--- config.mk ---
export PLATFORM = sky130hd
export DESIGN_NAME = qsm_core
export DESIGN_NICKNAME = d
export VERILOG_FILES = /design/src/shared/qsm_pkg.sv /design/src/rtl/qsm_core.sv
export SDC_FILE = /design/constraint.sdc
export NUM_CORES = 1
export LEC_CHECK = 0
export BUFFER_PORTS_ARGS = -buffer_cell sky130_fd_sc_hd__buf_2
export CORE_AREA = 10 10 47 49
export DETAILED_ROUTE_END_ITERATION = 8
export DIE_AREA = 0 0 57 59
export SLEW_MARGIN = 20
export SYNTH_ARGS = -nofsm -noshare
export SYNTH_HDL_FRONTEND = slang
export SYNTH_SLANG_ARGS = --single-unit
--- constraint.sdc ---
create_clock -name clk_i -period 3.32 [get_ports clk_i]
set_clock_uncertainty 0.1 [all_clocks]
set_input_delay 0.498 -clock clk_i [delete_from_list [all_inputs] [get_ports clk_i]]
set_output_delay 0.498 -clock clk_i [all_outputs]
set_load 0.1 [all_outputs]
--- src/shared/qsm_pkg.sv ---
// Package for the queue occupancy state machine: widths, thresholds, states, carriers
package qsm_pkg;
	localparam int unsigned QSM_CNT_W = 8;
	localparam logic [7:0] QSM_CNT_ZERO = 8'h00;
	localparam logic [7:0] QSM_CNT_FULL = 8'hfa;
	localparam logic [4:0] QSM_FLAGS_RST = 5'h01;

	typedef enum logic [2:0] {
		QSM_EMPTY,
		QSM_FULL,
		QSM_IDLE,
		QSM_DRAIN,
		QSM_FILL
	} qsm_state_e;

	typedef struct packed {
		logic push;
		logic pop;
		logic [QSM_CNT_W-1:0] count;
	} qsm_req_s;

	typedef struct packed {
		logic fill;
		logic drain;
		logic idle;
		logic full;
		logic empty;
	} qsm_flags_s;
endpackage

--- src/rtl/qsm_core.sv ---
// Queue occupancy state machine with one registered flag per state
//
// Function
// - Reset is synchronous and active high, and every state flag comes from a flip-flop.
// - There are exactly five states: empty, full, idle, draining and filling.
// - The count is an 8-bit unsigned value that the requester keeps between 0 and 250.
// - Reset puts the machine in the empty state, its default.
// - Empty goes to filling on a write with count not 250, and to idle with no requests.
// - Full goes to draining on any read, and to idle with no requests.
// - Idle goes to empty on read at 0, filling on write, draining on read at nonzero, full on write at 250.
// - Draining goes idle, empty, filling, stays, or full, tested in that order.
// - Filling goes idle, empty, stays, full, or draining, tested in that order.
// - When several conditions hold at once, the earliest listed one wins.
// - Each flag is high exactly while the machine is in its state, so one flag is high at a time.
`timescale 1ns/1ps
module qsm_core
	import qsm_pkg::*;
(
	input wire logic clk_i,
	input wire logic rst_i,
	input wire logic push_i,
	input wire logic pop_i,
	input wire logic [qsm_pkg::QSM_CNT_W-1:0] count_i,
	output logic empty_o,
	output logic full_o,
	output logic idle_o,
	output logic drain_o,
	output logic fill_o
);
	import qsm_pkg::*;

	qsm_req_s req;
	qsm_state_e state_q, state_d;
	qsm_flags_s flags_q, flags_d;
	logic no_req, rd_zero, rd_nz, wr_full, wr_nfull;

	assign req = '{push: push_i, pop: pop_i, count: count_i};
	// Count is trusted to stay at or below 250
	assign no_req = !req.push && !req.pop;
	assign rd_zero = req.pop && (req.count == QSM_CNT_ZERO);
	assign rd_nz = req.pop && (req.count != QSM_CNT_ZERO);
	assign wr_full = req.push && (req.count == QSM_CNT_FULL);
	assign wr_nfull = req.push && (req.count != QSM_CNT_FULL);

	// If-chains keep the listed order as priority
	always_comb begin
		state_d = state_q;
		case (state_q)
			QSM_EMPTY: begin
				if (wr_nfull) begin
					state_d = QSM_FILL;
				end else if (no_req) begin
					state_d = QSM_IDLE;
				end
			end
			QSM_FULL: begin
				if (no_req) begin
					state_d = QSM_IDLE;
				end else if (req.pop) begin
					state_d = QSM_DRAIN;
				end
			end
			QSM_IDLE: begin
				// Write at 250 is shadowed by the plain write; kept as listed
				if (rd_zero) begin
					state_d = QSM_EMPTY;
				end else if (req.push) begin
					state_d = QSM_FILL;
				end else if (rd_nz) begin
					state_d = QSM_DRAIN;
				end else if (wr_full) begin
					state_d = QSM_FULL;
				end
			end
			QSM_DRAIN: begin
				if (no_req) begin
					state_d = QSM_IDLE;
				end else if (rd_zero) begin
					state_d = QSM_EMPTY;
				end else if (wr_nfull) begin
					state_d = QSM_FILL;
				end else if (rd_nz) begin
					state_d = QSM_DRAIN;
				end else if (wr_full) begin
					state_d = QSM_FULL;
				end
			end
			QSM_FILL: begin
				if (no_req) begin
					state_d = QSM_IDLE;
				end else if (rd_zero) begin
					state_d = QSM_EMPTY;
				end else if (wr_nfull) begin
					state_d = QSM_FILL;
				end else if (wr_full) begin
					state_d = QSM_FULL;
				end else if (rd_nz) begin
					state_d = QSM_DRAIN;
				end
			end
			default: begin
				state_d = QSM_EMPTY;
			end
		endcase
		if (rst_i) begin
			state_d = QSM_EMPTY;
		end
	end

	// Flags decode the next state so they track state_q with no extra lag
	always_comb begin
		flags_d = '0;
		case (state_d)
			QSM_EMPTY: flags_d.empty = 1'b1;
			QSM_FULL: flags_d.full = 1'b1;
			QSM_IDLE: flags_d.idle = 1'b1;
			QSM_DRAIN: flags_d.drain = 1'b1;
			QSM_FILL: flags_d.fill = 1'b1;
			default: flags_d = qsm_flags_s'(QSM_FLAGS_RST);
		endcase
	end

	// Synchronous active-high reset via state_d
	always_ff @(posedge clk_i) begin
		state_q <= state_d;
		flags_q <= flags_d;
	end

	assign empty_o = flags_q.empty;
	assign full_o = flags_q.full;
	assign idle_o = flags_q.idle;
	assign drain_o = flags_q.drain;
	assign fill_o = flags_q.fill;
endmodule

==> impl_metrics.yaml, run 1 <==
status:
  status: "complete, no violations"
clocking:
  clk_pin_slew_ns: 0.05
  cts-root-buf: "clkbuf_4"
  cts_sinks: 8
  cts_setup_buffers: 0
  cts_tree: "built"
  post_cts_resized: 0
  cts_hold_buffers: 0
  clkLatencyLatePin_ns: 0.24
  htree_levels: 1
  cts_buffers: 3
  cts_buffer_depth: 2
timing:
  finalHoldViolCount: 0
  grt_setup_unrepaired: "no"
  slew_headroom: 0.6075
  setup_viol: 0
  clock.fmax_mhz: 586.7
  layout_min_cycle_time_ns: 1.704
  final.setup.tns_ns: 0
  worst-slew-pin-transition_ns: 0.5738
  timing.final.crit_share: 0.5134
  final_max_slew_viol_count: 0
setup_path:
  crit_chain: "buf_2 > nor4_1 > and3_4 > a2111oi_0 > o211a_1 > nor3_1"
  endpoint_kind: "register"
  cp_data_arrival_time_ns: 1.78
  worst_ep_required_time_ns: 3.39
  critPathLaunchType: "input pin"
  critPathMaxStageDelay_ns: 0.39
  cp_max_fo: 3
  cpMaxStageDelayCell: "nor4_1"
  crit_type: "input pin to register"
synthesis:
  synthAdderAreaFrac: 0
  synth-seq-cells: 8
  syn_nets: 53
  synth_mux_area_frac: 0
  synthSimpleGateAreaFrac: 0.3166
  netlist_area_um2: 422.9
  synth_compound_area_frac: 0.2574
  synth_cell_types: 22
  syn_area_per_cell_um2: 10.31
  netlist_instances: 41
  yosysWarningCount: 0
  synth_xor_area_frac: 0.02071
  synth_top_family_by_area: "simple AND/OR/NAND/NOR gates"
  yosys.area.top_type: "dfxtp_1"
  synth_area_leaders: "dfxtp_1, a221oi_4, nor4_4, o211a_1, nand2_1"
  synth_top_area_share: 0.3787
  ys_seq_area_frac: 0.3787
detailed_routing:
  routedWlPerCell_um: 12.45
  wl_met1_um: 389
  vias: 381
  routed_via_density: 5.013
  drt_iter0_drc: 6
  route.detailed.drc: 0
  top_layer_used: "met3"
  postRouteAntennaNets: 0
  drt_first_pass_iters: 2
  wl_met3_um: 88
  wl_met2_um: 468
  drt_wl_total_um: 946
floorplan:
  die_area_mm2: 0.003363
  start_util: 0.3018
  die_x_um: 57
  fp.dieH_um: 59
  rows: 14
  io_pins: 17
  core_area_mm2: 0.001401
grt:
  grt_max_degree: 8
  grt_overflow_total: 0
  antenna_found_initial: 0
  grt_pass1_vias: 425
  grt_pass1_wl_um: 1697
  grt_usage: 0.06207
finish:
  fin_nets: 74
  areaGrowthSynthToFinish_pct: 28.99
  ff_latch_area_um2: 160.2
  diodes: 0
  multi_input_area_um2: 251.5
  drive_above_1_share: 0.4500
  num-fill-cells: 157
power_and_ir_drop:
  power.total_uw: 260.7
  leakage_nw: 0.2364
  powerDensity_mw_per_mm2: 477.9
  ir_worst_vdd_mv: 0.2155
flow_run:
  drv_cap: 0
placed_design:
  place_congestion: 0.7353
  port_buffers: 16
min_path:
  worst_hold_path_type: "input pin to register"
routing by layer:
metal	vias up	global-route usage
met1	176	0.06010
met5	-	0
li1	193	-
met3	0	0.03863
met4	0	0.03020
met2	12	0.1023
metrics by stage:
stage	setup WS, ns	area, µm²	util	instances	hold slack (ns)
after floorplan	1.638	422.9	-	41	0.4605
after global placement	1.322	523.0	0.3732	73	0.5136
after detailed placement	1.331	523.0	0.3732	73	0.5089
after CTS	1.588	545.5	0.3893	76	0.3747
after global routing	1.464	545.5	0.3893	76	0.3776
final	1.616	545.5	0.3893	76	0.3810
critical path: cells and delay by family:
kind,cells,cell delay [ns]
AOI/OAI and AO/OA,2,0.38
buffers and inverters,1,0.12
and+or+nand+nor,3,0.78
flip-flops by register name, summed over array words and instances, names as in the netlist:
register / flops
empty_o: 1
state_q: 3
drain_o: 1
full_o: 1
fill_o: 1
idle_o: 1
layout by cell type, fill, tap and decap left out:
cell type,instances
a2111oi_0,2
a221oi_2,1
a221oi_4,1
a31oi_1,1
and2_1,1
and3_4,1
buf_2,16
clkbuf_4,3
dfxtp_1,8
inv_1,3
nand2_1,5
nand4_2,1
nor2_1,2
nor2b_1,3
nor3_1,1
nor4_1,2
nor4_4,1
o211a_1,2
o211ai_2,1
o21ai_0,1
o22ai_1,1
or2_4,1
or3_4,1
xnor2_1,1
kinds of logic (layout without fill, tap and decap cells):
family | Yosys count | after routing
AOI/OAI and AO/OA | 10 | 10
xor gates and xnor gates | 1 | 1
and+or+nand+nor | 19 | 19
DFF | 8 | 8
buffers and inverters | 3 | 22
power breakdown:
| part | leakage (nW) | switching, mW | internal (mW) |
|---|---|---|---|
| Sequential | 0.0659 | 0.00574 | 0.104 |
| Combinational | 0.157 | 0.0586 | 0.0230 |
| Clock | 0.0138 | 0.0280 | 0.0410 |
| Total | 0.236 | 0.0924 | 0.168 |
cells in the mapped netlist:
master	n
or2_4	1
o211a_1	2
nor4_1	2
dfxtp_1	8
inv_1	3
nor4_4	1
o21ai_0	1
nor2b_1	3
o211ai_2	1
nor3_1	1
or3_4	1
a221oi_2	1
xnor2_1	1
a221oi_4	1
and2_1	1
a2111oi_0	2
nor2_1	2
a31oi_1	1
nand2_1	5
o22ai_1	1
nand4_2	1
and3_4	1
final timing paths:
path,start,endpoint,slack [ns],cells after the start
max,count_i[0],empty_o,1.62,6
min,rst_i,state_q[1],0.38,2
max reg2reg,state_q[1],full_o,1.64,5
min reg2reg,state_q[0],state_q[0],0.51,2
final cells by class:
| type | count | share of cell area |
|---|---|---|
| Timing Repair Buffer | 16 | 0.1468 |
| Sequential cell | 8 | 0.2936 |
| Tap cell | 16 | 0.03670 |
| Clock buffer | 3 | 0.04128 |
| Inverter | 3 | 0.02064 |
| Multi-Input combinational cell | 30 | 0.4610 |
No activity file was read; power rests on OpenSTA's default activity.
==> run 2: changes to the inputs <==
- clock period: 3.32 -> 1.4 ns (I/O delays scaled with it)
==> impl_metrics.yaml, run 2 (same netlist as run 1, synthesis figures left out) <==
power_and_ir_drop:
  p_comb_frac: 0.369
  pwr-share-clk: 0.245
  p_int_uw: 435.0
  leakage_nw: 0.3087
  power.total_uw: 667.1
  powerDensity_mw_per_mm2: 978.3
  p_seq_frac: 0.386
  p_sw_uw: 232.1
  sw_frac_of_total: 0.3479
  ir_worst_vdd_mv: 0.6096
finish:
  drive_above_1_share: 0.6164
  final_core_util: 0.4866
  fin_cells: 89
  areaGrowthSynthToFinish_pct: 61.24
  fin_nets: 87
  largest_reg_flops: 3
  largest_register: "state_q"
  final_cell_mix: "buf_2, buf_4, dfxtp_1"
  fin_area_um2: 681.9
  final_common_cell: "buf_2"
  diodes: 0
timing:
  clock.fmax_mhz: 611.7
  layout_min_cycle_time_ns: 1.635
  layout_setup_ws_ns: -0.2349
  whs_ns: 0.1902
  final_max_slew_viol_count: 0
  final.setup.tns_ns: -1.018
  finalHoldViolCount: 0
  slew_headroom: 0.6016
  grt_setup_unrepaired: "yes"
  timing.final.crit_share: 1.168
  setup_viol: 8
  worst-slew-pin-transition_ns: 0.5825
floorplan:
  core_area_mm2: 0.001401
  start_util: 0.3018
  rows: 14
  io_pins: 17
  die_x_um: 57
  die_area_mm2: 0.003363
  fp.dieH_um: 59
detailed_routing:
  drt_wl_total_um: 1157
  routedWlPerCell_um: 13.00
  vias: 437
  postRouteAntennaNets: 0
  routed_via_density: 4.910
  drt_first_pass_iters: 3
  route.detailed.drc: 0
  drt_iter0_drc: 1
setup_path:
  reg2reg_slack_ns: -0.23
  cp_data_arrival_time_ns: 1.71
  crit_type: "register to register"
  cp_num_buf_inv: 0
  cp_max_fo: 5
  worst_ep_required_time_ns: 1.48
  cpMaxStageDelayCell: "or3_4"
  critPathMaxStageDelay_ns: 0.34
  crit_chain: "or2_4 > xnor2_1 > or3_4 > a221oi_4 > nor2b_1"
  critPathLaunchType: "register"
  crit_family: "simple AND/OR/NAND/NOR gates"
  endpoint_kind: "register"
grt:
  grt_pass1_vias: 474
  grt_max_degree: 7
  grt_pass1_wl_um: 1904
  antenna_found_initial: 0
  grt_overflow_total: 0
  grt_usage: 0.06855
placed_design:
  port_buffers: 16
  dp.cells: 85
  place_congestion: 0.7009
  post_dp_cell_area_um2: 626.9
  hpwlAfterDp_um: 939.4
  place_ws_ns: -0.3658
flow_run:
  drv_cap: 0
status:
  status: "finished, violations left"
  violations: "negative setup slack"
clocking:
  cts_buffers: 3
  clk_pin_slew_ns: 0.05
  cts_buffer_depth: 2
  htree_levels: 1
  cts_tree: "built"
  clkLatencyLatePin_ns: 0.24
  cts_sinks: 8
  cts-root-buf: "clkbuf_4"
min_path:
  worst_hold_path_type: "input pin to register"
==> run 2: layout make-up <==
type,instances,area [µm²]
flip-flops and latches,8,162.7
inverters,3,11.26
well taps,16,20.02
fillers,149,719.4
clock buffers,3,22.52
multi-input cells,30,271.5
repair buffers,29,193.9
==> run 2: final timing paths <==
check / from / endpoint / cells after the start
setup / recovery: state_q[1] / full_o / 5
hold / removal: rst_i / state_q[2] / 3
setup reg to reg: state_q[1] / full_o / 5
hold reg to reg: state_q[0] / state_q[0] / 3
==> run 2: power groups by stage <==
stage	sequential, mW	clock (mW)	combinational [mW]
global placement	0.260	0	0.231
finish	0.257	0.163	0.246
detailed placement	0.261	0	0.235
CTS	0.258	0.172	0.236
global route	0.259	0.178	0.263
floorplan	0.352	0	0.0614
==> run 2: worst reg2reg max path: cells and delay by family (launching register included) <==
family	cells	cell delay, ns
AND/OR/NAND/NOR	3	0.76
AO/OA/AOI/OAI	1	0.27
XOR/XNOR	1	0.12
flip-flops	1	0.32
==> run 2: per-layer routing <==
layer | share of wire | global-route usage | vias up
met5 | 0 | 0 | -
met4 | 0 | 0.04027 | 0
met3 | 0.084 | 0.02790 | 0
met2 | 0.56 | 0.1271 | 12
met1 | 0.36 | 0.06122 | 205
li1 | - | - | 220
==> run 2: what timing repair did <==
action	in CTS	in global routing
endpoints found under the setup margin	6	8
pin swaps	0	4
resized for setup	2	5
hold buffers	0	0
buffers inserted	0	1
